===== config.mk =====
export PLATFORM = sky130hd
export DESIGN_NAME = aux_adc_control
export DESIGN_NICKNAME = d
export VERILOG_FILES = /design/src/inc/aux_adc_pkg.sv /design/src/aux_adc_control.sv /design/src/result_store.sv
export SDC_FILE = /design/constraint.sdc
export NUM_CORES = 1
export LEC_CHECK = 0
export ABC_AREA = 1
export BUFFER_PORTS_ARGS = -buffer_cell sky130_fd_sc_hd__buf_2
export CORE_MARGIN = 5
export CORE_UTILIZATION = 56
export DETAILED_ROUTE_END_ITERATION = 12
export PLACE_DENSITY_LB_ADDON = 0.15
export SYNTH_ARGS = -nofsm -noshare
export SYNTH_HDL_FRONTEND = slang
export SYNTH_SLANG_ARGS = --single-unit

===== constraint.sdc =====
create_clock -name clock_in -period 3.95 [get_ports clock_in]
set_input_delay 0.1975 -clock clock_in [delete_from_list [all_inputs] [get_ports clock_in]]
set_output_delay 0.1975 -clock clock_in [all_outputs]
set_load 0.01 [all_outputs]

===== src/inc/aux_adc_pkg.sv =====
// constants shared by the auxiliary converter control block
// assumes a 16-bit indexed register port driven by the codec link logic
// Notes on behaviour
// power-on bit keeps converter powered, else down
// start bit begins conversion, then self-clears
// sync mode: start arms, sync rise starts
// direct mode: start write begins, sync ignored
// select field routes plates and auxiliary inputs
// bypass bit connects reference to bypass pin
// software writes zero to test input bit
// valid flag reads zero during conversion
// completion stores result, sets valid flag
// control at index 0x66, resets zero
// result at 0x68, zero reset, read-only
// ready status latched, cleared by writing one
// sync edge ignored unless enabled and armed
// software powers up, waits for valid flag
package aux_adc_pkg;
  // ****************************************
  // register map
  // ****************************************
  localparam logic [6:0]  CTRL_INDEX      = 7'h66;   // control register index
  localparam logic [6:0]  RESULT_INDEX    = 7'h68;   // result register index
  localparam logic [6:0]  IRQ_INDEX       = 7'h62;   // interrupt status index
  localparam logic [15:0] REG_RESET       = 16'h0000; // reset value of all regs
  // ****************************************
  // field positions
  // ****************************************
  localparam int POWER_BIT  = 15; // converter power-on
  localparam int START_BIT  = 7;  // conversion start
  localparam int TEST_BIT   = 5;  // test extended input enable
  localparam int SEL_HI     = 4;  // input select high bit
  localparam int SEL_LO     = 2;  // input select low bit
  localparam int BYPASS_BIT = 1;  // reference bypass connect
  localparam int SYNC_BIT   = 0;  // sync start enable
  localparam int VALID_BIT  = 15; // result valid flag
  localparam int READY_BIT  = 11; // ready interrupt status
  localparam int RESULT_W   = 10; // result width
  // writable bits of the control register (start bit self-clears)
  localparam logic [15:0] CTRL_KEEP_MASK  = 16'h803F;
  // ****************************************
  // timing
  // ****************************************
  localparam int CLK_PERIOD_NS   = 4;    // 250 MHz
  localparam int CONV_TIME_NS    = 400;  // conversion time, plain default
  localparam int CONV_CYCLES     = (CONV_TIME_NS + CLK_PERIOD_NS - 1) / CLK_PERIOD_NS;
  // ****************************************
  // sequencer states
  // ****************************************
  typedef enum logic [1:0] {ST_IDLE, ST_ARMED, ST_CONVERT} conv_state_t;
endpackage


===== src/aux_adc_control.sv =====
// control, sequencing and result logic for the auxiliary converter
// assumes link logic presents one-cycle register writes and combinational reads
`timescale 1ns/100ps
module aux_adc_control import aux_adc_pkg::*; #(
  parameter int CONV_CYC = CONV_CYCLES  // conversion length in clocks
) (
  input  wire logic          clock_in,              // 250 MHz clock
  input  wire logic          resetn_in,             // async reset, active low
  input  wire logic [6:0]    reg_index_in,          // register index
  input  wire logic          reg_write_in,          // one-cycle write strobe
  input  wire logic [15:0]   reg_wdata_in,          // write data
  output logic      [15:0]   reg_rdata_out,         // read data for index
  input  wire logic          external_sync_in,      // sync start pin
  input  wire logic [9:0]    adc_data_in,           // comparator result bits
  output logic               converter_power_on_out, // converter powered
  output logic               adc_sample_out,        // conversion under way
  output logic [7:0]         input_route_out,       // one-hot analog mux
  output logic               reference_bypass_out,  // reference to bypass pin
  output logic               converter_ready_irq_status_out // ready status
);
  // ****************************************
  // state
  // ****************************************
  logic [15:0] control;           // control register
  logic [15:0] next_control;      // its next value
  logic        ready_status;      // sticky ready status
  logic        next_ready_status; // its next value
  logic        valid;             // result valid flag
  logic        next_valid;        // its next value
  conv_state_t state;             // sequencer state
  conv_state_t next_state;        // its next value
  logic [15:0] count;             // conversion counter
  logic [15:0] next_count;        // its next value
  logic        sync_prev;         // last sync level, for edge detect
  logic        done;              // last conversion cycle
  logic [9:0]  result;            // stored result
  logic        wr_ctrl;           // write to control
  logic        wr_irq;            // write to interrupt status
  logic        start_req;         // start bit written as one
  logic        sync_rise;         // rising edge on sync pin

  // decode index match, used for several registers
  function automatic logic hit(input logic [6:0] idx, input logic [6:0] want);
    hit = (idx == want);
  endfunction

  assign wr_ctrl   = reg_write_in && hit(reg_index_in, CTRL_INDEX);
  assign wr_irq    = reg_write_in && hit(reg_index_in, IRQ_INDEX);
  assign start_req = wr_ctrl && reg_wdata_in[START_BIT];
  assign sync_rise = external_sync_in && !sync_prev;
  assign done      = (state == ST_CONVERT) && (count == 16'(CONV_CYC - 1));

  // ****************************************
  // control register
  // ****************************************
  // start bit never stored, so it reads back as zero
  always_comb begin
    next_control = control;
    if (wr_ctrl) begin
      next_control = reg_wdata_in & CTRL_KEEP_MASK;
    end
  end

  // register the control word
  always_ff @(posedge clock_in or negedge resetn_in) begin
    if (!resetn_in) begin
      control <= REG_RESET;
    end else begin
      control <= next_control;
    end
  end

  // ****************************************
  // sequencer
  // ****************************************
  // idle -> armed (sync mode) or convert (direct); powered down aborts
  always_comb begin
    next_state = state;
    next_count = count;
    case (state)
      ST_IDLE: begin
        if (start_req && control[POWER_BIT]) begin
          if (next_control[SYNC_BIT]) begin
            next_state = ST_ARMED;
          end else begin
            next_state = ST_CONVERT;
            next_count = '0;
          end
        end
      end
      ST_ARMED: begin
        // edge only counts while armed and sync mode still on
        if (!control[SYNC_BIT]) begin
          next_state = ST_IDLE;
        end else if (sync_rise) begin
          next_state = ST_CONVERT;
          next_count = '0;
        end
      end
      ST_CONVERT: begin
        next_count = count + 16'd1;
        if (done) begin
          next_state = ST_IDLE;
        end
      end
      default: begin
        next_state = ST_IDLE;
      end
    endcase
    if (!control[POWER_BIT]) begin
      next_state = ST_IDLE;
    end
  end

  // register state, count and sync history; sync history resets to the idle pin level
  always_ff @(posedge clock_in or negedge resetn_in) begin
    if (!resetn_in) begin
      state     <= ST_IDLE;
      count     <= '0;
      sync_prev <= 1'b0;
    end else begin
      state     <= next_state;
      count     <= next_count;
      sync_prev <= external_sync_in;
    end
  end

  // ****************************************
  // valid flag and ready status
  // ****************************************
  // set wins over a clear written in the same cycle
  always_comb begin
    next_valid = valid;
    if (next_state == ST_CONVERT) begin
      next_valid = 1'b0;
    end else if (done) begin
      next_valid = 1'b1;
    end
    next_ready_status = ready_status;
    if (wr_irq && reg_wdata_in[READY_BIT]) begin
      next_ready_status = 1'b0;
    end
    if (done) begin
      next_ready_status = 1'b1;
    end
  end

  // register the two flags
  always_ff @(posedge clock_in or negedge resetn_in) begin
    if (!resetn_in) begin
      valid        <= 1'b0;
      ready_status <= 1'b0;
    end else begin
      valid        <= next_valid;
      ready_status <= next_ready_status;
    end
  end

  // result holder, written at the end of each conversion
  result_store #(.WIDTH(RESULT_W)) u_store (
    .clock_in (clock_in),
    .resetn_in(resetn_in),
    .store_in (done),
    .data_in  (adc_data_in),
    .data_out (result)
  );

  // ****************************************
  // read mux
  // ****************************************
  // unmapped indexes read zero; result reserved bits read zero
  always_comb begin
    reg_rdata_out = REG_RESET;
    if (hit(reg_index_in, CTRL_INDEX)) begin
      reg_rdata_out = control;
    end else if (hit(reg_index_in, RESULT_INDEX)) begin
      reg_rdata_out = REG_RESET;
      reg_rdata_out[VALID_BIT] = valid;
      reg_rdata_out[RESULT_W-1:0] = result;
    end else if (hit(reg_index_in, IRQ_INDEX)) begin
      reg_rdata_out[READY_BIT] = ready_status;
    end
  end

  // ****************************************
  // analog controls
  // ****************************************
  assign converter_power_on_out = control[POWER_BIT];
  assign reference_bypass_out   = control[BYPASS_BIT];
  assign adc_sample_out         = (state == ST_CONVERT);
  assign converter_ready_irq_status_out = ready_status;

  // one-hot input route
  generate
    for (genvar i = 0; i < 8; i++) begin : g_route
      assign input_route_out[i] = control[POWER_BIT] && (control[SEL_HI:SEL_LO] == 3'(i));
    end
  endgenerate

  // ****************************************
  // checks
  // ****************************************
  property p_start_self_clears;
    @(posedge clock_in) disable iff (!resetn_in)
      wr_ctrl |=> !control[START_BIT];
  endproperty
  a_start_self_clears: assert property (p_start_self_clears) else $error("start bit stayed set");

  property p_direct_start;
    @(posedge clock_in) disable iff (!resetn_in)
      (state == ST_IDLE && start_req && control[POWER_BIT] && !reg_wdata_in[SYNC_BIT]) |=> adc_sample_out;
  endproperty
  a_direct_start: assert property (p_direct_start) else $error("direct start missed");

  property p_armed_waits;
    @(posedge clock_in) disable iff (!resetn_in)
      (state == ST_ARMED && !sync_rise) |=> !adc_sample_out;
  endproperty
  a_armed_waits: assert property (p_armed_waits) else $error("armed converter started early");

  property p_sync_start;
    @(posedge clock_in) disable iff (!resetn_in)
      (state == ST_ARMED && sync_rise && control[SYNC_BIT] && control[POWER_BIT]) |=> adc_sample_out;
  endproperty
  a_sync_start: assert property (p_sync_start) else $error("sync edge did not start");

  property p_valid_low;
    @(posedge clock_in) disable iff (!resetn_in)
      adc_sample_out |-> !valid;
  endproperty
  a_valid_low: assert property (p_valid_low) else $error("valid set during conversion");

  property p_done_sets;
    @(posedge clock_in) disable iff (!resetn_in)
      done |=> valid && ready_status && result == $past(adc_data_in);
  endproperty
  a_done_sets: assert property (p_done_sets) else $error("completion not recorded");

  property p_power_off;
    @(posedge clock_in) disable iff (!resetn_in)
      !converter_power_on_out |=> !adc_sample_out;
  endproperty
  a_power_off: assert property (p_power_off) else $error("converting while powered down");

  property p_bypass;
    @(posedge clock_in) disable iff (!resetn_in)
      reference_bypass_out == control[BYPASS_BIT] && $onehot0(input_route_out);
  endproperty
  a_bypass: assert property (p_bypass) else $error("analog control mismatch");

  property p_ctrl_write;
    @(posedge clock_in) disable iff (!resetn_in)
      wr_ctrl |=> control == ($past(reg_wdata_in) & CTRL_KEEP_MASK);
  endproperty
  a_ctrl_write: assert property (p_ctrl_write) else $error("control write not stored");

  property p_result_read;
    @(posedge clock_in) disable iff (!resetn_in)
      (reg_index_in == RESULT_INDEX) |-> (reg_rdata_out[VALID_BIT-1:RESULT_W] == '0) &&
        (reg_rdata_out[VALID_BIT] == valid) && (reg_rdata_out[RESULT_W-1:0] == result);
  endproperty
  a_result_read: assert property (p_result_read) else $error("result read mismatch");

  property p_result_ro;
    @(posedge clock_in) disable iff (!resetn_in)
      (reg_write_in && reg_index_in == RESULT_INDEX && !done) |=> result == $past(result);
  endproperty
  a_result_ro: assert property (p_result_ro) else $error("result changed by a write");

  property p_status_clear;
    @(posedge clock_in) disable iff (!resetn_in)
      (wr_irq && reg_wdata_in[READY_BIT] && !done) |=> !ready_status;
  endproperty
  a_status_clear: assert property (p_status_clear) else $error("ready status not cleared");

  property p_status_set_wins;
    @(posedge clock_in) disable iff (!resetn_in)
      (done && wr_irq && reg_wdata_in[READY_BIT]) |=> ready_status;
  endproperty
  a_status_set_wins: assert property (p_status_set_wins) else $error("clear beat completion");

  property p_status_sticky;
    @(posedge clock_in) disable iff (!resetn_in)
      (ready_status && !wr_irq) |=> ready_status;
  endproperty
  a_status_sticky: assert property (p_status_sticky) else $error("ready status dropped");

  property p_disarm;
    @(posedge clock_in) disable iff (!resetn_in)
      (state == ST_ARMED && !control[SYNC_BIT]) |=> (state == ST_IDLE);
  endproperty
  a_disarm: assert property (p_disarm) else $error("armed state kept without sync mode");

  property p_idle_stays;
    @(posedge clock_in) disable iff (!resetn_in)
      (state == ST_IDLE && !start_req) |=> !adc_sample_out;
  endproperty
  a_idle_stays: assert property (p_idle_stays) else $error("conversion without start");

  property p_route_select;
    @(posedge clock_in) disable iff (!resetn_in)
      converter_power_on_out |-> (input_route_out == (8'h01 << control[SEL_HI:SEL_LO]));
  endproperty
  a_route_select: assert property (p_route_select) else $error("input route mismatch");

  property p_route_off;
    @(posedge clock_in) disable iff (!resetn_in)
      !converter_power_on_out |-> (input_route_out == '0);
  endproperty
  a_route_off: assert property (p_route_off) else $error("input routed while powered down");
endmodule


===== src/result_store.sv =====
// holds the last conversion result
// assumes the sequencer pulses store_in once per finished conversion
`timescale 1ns/100ps
module result_store import aux_adc_pkg::*; #(
  parameter int WIDTH = RESULT_W
) (
  input  wire logic             clock_in,   // system clock
  input  wire logic             resetn_in,  // async reset, active low
  input  wire logic             store_in,   // capture pulse
  input  wire logic [WIDTH-1:0] data_in,    // converter data
  output logic      [WIDTH-1:0] data_out    // held result
);
  logic [WIDTH-1:0] next_data; // next held value

  // ****************************************
  // capture
  // ****************************************
  // take new data only on a store pulse
  always_comb begin
    next_data = store_in ? data_in : data_out;
  end

  // register the value
  always_ff @(posedge clock_in or negedge resetn_in) begin
    if (!resetn_in) begin
      data_out <= '0;
    end else begin
      data_out <= next_data;
    end
  end
endmodule


== After elaboration in Yosys (flattened, before gate mapping) ==
Index checks and enable logic that the tools add are counted.

* $add $sub $neg: 1
* Eq/ne operators: 18
* Mux-type cells: 22
* Reduce and logical (&&, ||, !) cells: 22

{| class="wikitable"
|+ Operators by type and width
! cell !! number
|-
| 2-to-1 mux 16 bit || 5
|-
| one-hot mux 16 bit (3 select lines) || 1
|-
| equality test 7 bit, second input constant || 3
|-
| adder 16 x 1 -> 16 bit, second input constant || 1
|-
| equality test 16 x 7 -> 1 bit, second input constant || 1
|-
| logical AND 1 bit || 15
|-
| equality test 3 bit, second input constant || 4
|-
| 2-to-1 mux 2 bit || 6
|-
| 2-to-1 mux 10 bit || 1
|-
| inequality test 2 bit, second input constant || 4
|-
| 2-to-1 mux 1 bit || 7
|-
| equality test 3 x 2 -> 1 bit, second input constant || 2
|-
| one-hot mux 2 bit (3 select lines) || 1
|-
| AND reduction 5 bit || 1
|-
| equality test 2 bit, second input constant || 2
|-
| 2-to-1 mux 4 bit || 1
|-
| nonzero test 2 bit || 2
|-
| equality test 3 x 1 -> 1 bit, second input constant || 1
|-
| logical NOT 3 bit || 1
|-
| nonzero test 3 bit || 1
|-
| equality test 2 x 1 -> 1 bit, second input constant || 1
|-
| logical NOT 2 bit || 1
|-
| logical NOT 1 bit || 1
|}

* Bits in registers: 38
* Output and inout port bits: 28
* Word-level logic and storage cells: 71

== Logic depth before layout (Yosys ltp) ==
* Word-level depth: 9
* Gate-level depth with buffers: 11
* Depth with buffers taken out: 10

== Modules after synthesis ==
Synthesis repeated with hierarchy kept, for this count alone.

* Cells, all modules: 319
* Area, all modules: 2288.4 um^2

{| class="wikitable"
|+ Modules (own cells, without submodules)
! module !! times used !! cells each !! area each (um^2)
|-
| aux_adc_control || 1 || 277 || 1910.6
|-
| result_store || 1 || 42 || 377.9
|}

== Worst setup path before layout ==
No wires, ideal clock.

* Path kind: reg-to-reg
* From: register count[0]
* To: register count[12]
* Setup time: 117 ps
* Arrival time: 1325 ps
* Required time: 3833 ps
* Path slack: 2508 ps
* Stages on the path, launching flop included: 11
* Buffers on the path: 0
* Period minus slack after synthesis: 1442 ps
* Path through: dfrtp_1 > ha_1 > nand3_1 > nor2_2 > inv_2 > nor2_4 > nand2_1 > nor2_1 > nand2_1 > nand3_1 > nand2_1

* Word-level cells in the longest chain between the ends: 2

{| class="wikitable"
|+ RTL lines
! item !! line !! RTL
|-
| start: declaration || aux_adc_control.sv:32 || <nowiki>logic [15:0] count;</nowiki>
|-
| start signal: assignment || aux_adc_control.sv:123 || <nowiki>count <= next_count;</nowiki>
|-
| adder 16 x 1 -> 16 bit || aux_adc_control.sv:101 || <nowiki>next_count = count + 16'd1;</nowiki>
|-
| one-hot mux 16 bit (3 select lines) || aux_adc_control.sv:80 || <nowiki>case (state)</nowiki>
|}

Every way passes these cells.
A chain may end at the register's enable or synchronous reset.

== Final worst setup path ==
* From: register count[0]
* To: register u_store.data_out[4]

* Word-level cells in the longest chain between the ends: 2

{| class="wikitable"
|+ RTL lines
! item !! line !! RTL
|-
| equality test 16 x 7 -> 1 bit || aux_adc_control.sv:51 || <nowiki>assign done = (state == ST_CONVERT) && (count == 16'(CONV_CYC - 1));</nowiki>
|-
| logical AND 1 bit || aux_adc_control.sv:51 ||
|-
| end signal: assignment || result_store.sv:28 || <nowiki>data_out <= next_data;</nowiki>
|-
| end: declaration || result_store.sv:11 || <nowiki>output logic [WIDTH-1:0] data_out</nowiki>
|}

Every way passes these cells.

==> run metrics <==
Remaining Overflow, GRT 0; DR vias/cell 5.026; Avg Inst Size Synth 6.980 µm²; outcome finished, final reports clean; CP Launch Type flop; final hold violation count 0; post-layout min period 1.926 ns; Area growth syn-to-layout 19.00%; WL/cell 11.68 µm; worst path arrival time 2.07 ns; crit path kind reg2reg; cts hold-fix bufs 0; Reg2Reg Depth 6; total CTS buffers 5; clock skew 0.005087 ns; max cap viols 0; # H-tree levels 2; final instance area 0.002641 mm²; Reg2Reg Capture Point u_store.data_out[4]$_DFFE_PN0P_; Post-DRT Antenna Nets 0; reg-to-reg critical path startpoint count[0]$_DFFE_PN0P_; most common cell after layout, fill and taps aside nand2_1; crit end category flop; Slew Viols, Final 0; Final Cycle Share 48.76%; PnR worst setup slack 2.024 ns; final setup violation count 0; RSZ-0062 raised after global routing false; routed wire length 4.916 mm; Resize count post-CTS 0; I/O Pins 65; Core Area 0.003744 mm²; worst skew pair latency 0.28 ns; first-pass GRT wire length 8.017 mm; vias in the first global route 1827; most frequent cells in the layout nand2_1, buf_2, inv_1; Max transition margin 45.97%; FF-to-FF setup slack 2.02 ns; Max Freq 519.2 MHz; DRC viols 0; #FFs+latches synth 38; DIE AREA 0.005322 mm²; Placed Area 0.002499 mm²; Total GRT Usage 18.85%; Max VDD drop 346.1 µV; clock sinks 38; initial drt markers 142; Seq/Total Area, Yosys 42.84%; post-place setup slack 2.064 ns; HP Class in2async; Power Dens Cells 523.3 mW/mm²; Post-CTS Setup Inserts 0; Netlist cell types 27; post-synthesis instance total 318; width of the die 72.96 µm; largest net degree at the start of global routing 39; Synth Warn # 0; CP required 4.09 ns; CTS clk-pin slew, worst paths 0.07 ns; setup TNS 0 ns; CTS tree done; Starting Density 59.29%; CP max FO 22; Root Buffer clkbuf_8; Placer Congestion 0.8799; share of layout cells above drive strength 1 21.18%; final net count 410; Die Y 72.96 µm; hpwl dp 3.813 mm; initial antenna violation count 0; Leakage 0.001566 µW; Rows 22; antenna cell count 0; total number of vias 2116; DRT Pass-1 Iters 5; number of port buffers 53; Mapped Area 0.002220 mm²; CTS max path bufs 2; Worst Max-Slew Pin Slew 0.8105 ns
stage by stage:
| stage | util, % | total power (µW) | hold WS [ns] | std cells |
|---|---|---|---|---|
| 5_1_grt | 70.55 | 1484 | 0.03646 | 421 |
| 4_1_cts | 70.55 | 1387 | 0.02845 | 421 |
| 2_1_floorplan | - | 871.1 | -0.09809 | 321 |
| 3_3_place_gp | 66.74 | 966.4 | 0.3210 | 413 |
| 6_report | 70.55 | 1382 | 0.003148 | 421 |
| 3_5_place_dp | 66.74 | 984.4 | 0.3282 | 413 |
per-layer routing:
layer	part of all wire, %	wire, µm	GRT usage (%)	vias up
met5	0	0	0	-
met4	0.73	36	3.689	0
met3	6.4	316	3.581	4
met2	47	2317	31.86	62
met1	46	2247	25.26	942
li1	-	-	-	1108
how the worst max path moves through the flow:
stage,slack (ns),startpoint,depth (start not counted),end
2_1_floorplan,2.51,count[0]$_DFFE_PN0P_,10,count[12]$_DFFE_PN0P_
3_3_place_gp,2.11,count[0]$_DFFE_PN0P_,7,valid$_DFFE_PN0P_
3_5_place_dp,2.06,count[0]$_DFFE_PN0P_,6,u_store.data_out[2]$_DFFE_PN0P_
4_1_cts,2.00,count[0]$_DFFE_PN0P_,6,u_store.data_out[4]$_DFFE_PN0P_
5_1_grt,1.85,count[0]$_DFFE_PN0P_,6,u_store.data_out[4]$_DFFE_PN0P_
6_report,2.02,count[0]$_DFFE_PN0P_,6,u_store.data_out[4]$_DFFE_PN0P_
critical path, stage by stage, from the launching register on:
cell	delay, ns
dfrtp_1	0.41
ha_1	0.28
nand3_1	0.10
nor2_1	0.11
nand3_1	0.54
nand2_1	0.24
o21ai_1	0.09
cells in the mapped netlist:
library cell,count,area share [%]
inv_1,49,8.3
buf_2,4,0.90
ha_1,1,0.56
or2_2,1,0.28
dfrtp_1,38,43
o21bai_1,1,0.34
o31ai_1,2,0.68
o21ai_1,11,2.5
buf_6,1,0.51
nand2_4,1,0.51
a21oi_1,4,0.90
nand4_1,11,3.1
buf_4,4,1.4
clkbuf_1,1,0.17
o21ai_0,7,1.6
nor3_1,6,1.4
inv_2,5,0.85
nand2_2,2,0.56
nand3_2,1,0.45
nor2_1,26,4.4
and3_1,1,0.28
nand3_1,27,6.1
nor2_4,3,1.5
o22ai_1,7,2.0
nor2_2,4,1.1
nand2_1,99,17
conb_1,1,0.17
registers in the layout, indices dropped and copies added, names as in the netlist:
| name | count |
|---|---|
| count | 16 |
| u_store.data_out | 10 |
| control | 7 |
| state | 2 |
| converter_ready_irq_status_out | 1 |
| sync_prev | 1 |
| valid | 1 |
cell families (layout without fill, tap and decap cells):
family / Yosys count / after routing / share of synthesized area, %
simple gates: 182 / 182 / 36.42
buf+inv: 64 / 116 / 12.06
flops: 38 / 38 / 42.84
other cells: 1 / 4 / 0.1689
fa+ha+maj: 1 / 1 / 0.5636
compound gates: 32 / 32 / 7.948
area by class of cell:
type	count	area, µm²
fillers	332	1102
multi-input cells	219	1012
flip-flops and latches	38	950.9
repair buffers	54	272.8
inverters	54	202.7
clock buffers	6	82.58
clock inverters	2	60.06
well taps	48	60.06
power by group:
part / internal [µW] / leakage (µW) / total (µW) / switching (µW)
clock: 269 / 0.0000714 / 399 / 130
combinational: 134 / 0.00109 / 384 / 249
sequential: 489 / 0.000403 / 599 / 110
total: 893 / 0.00157 / 1380 / 490
No activity file was read; power rests on OpenSTA's default activity.
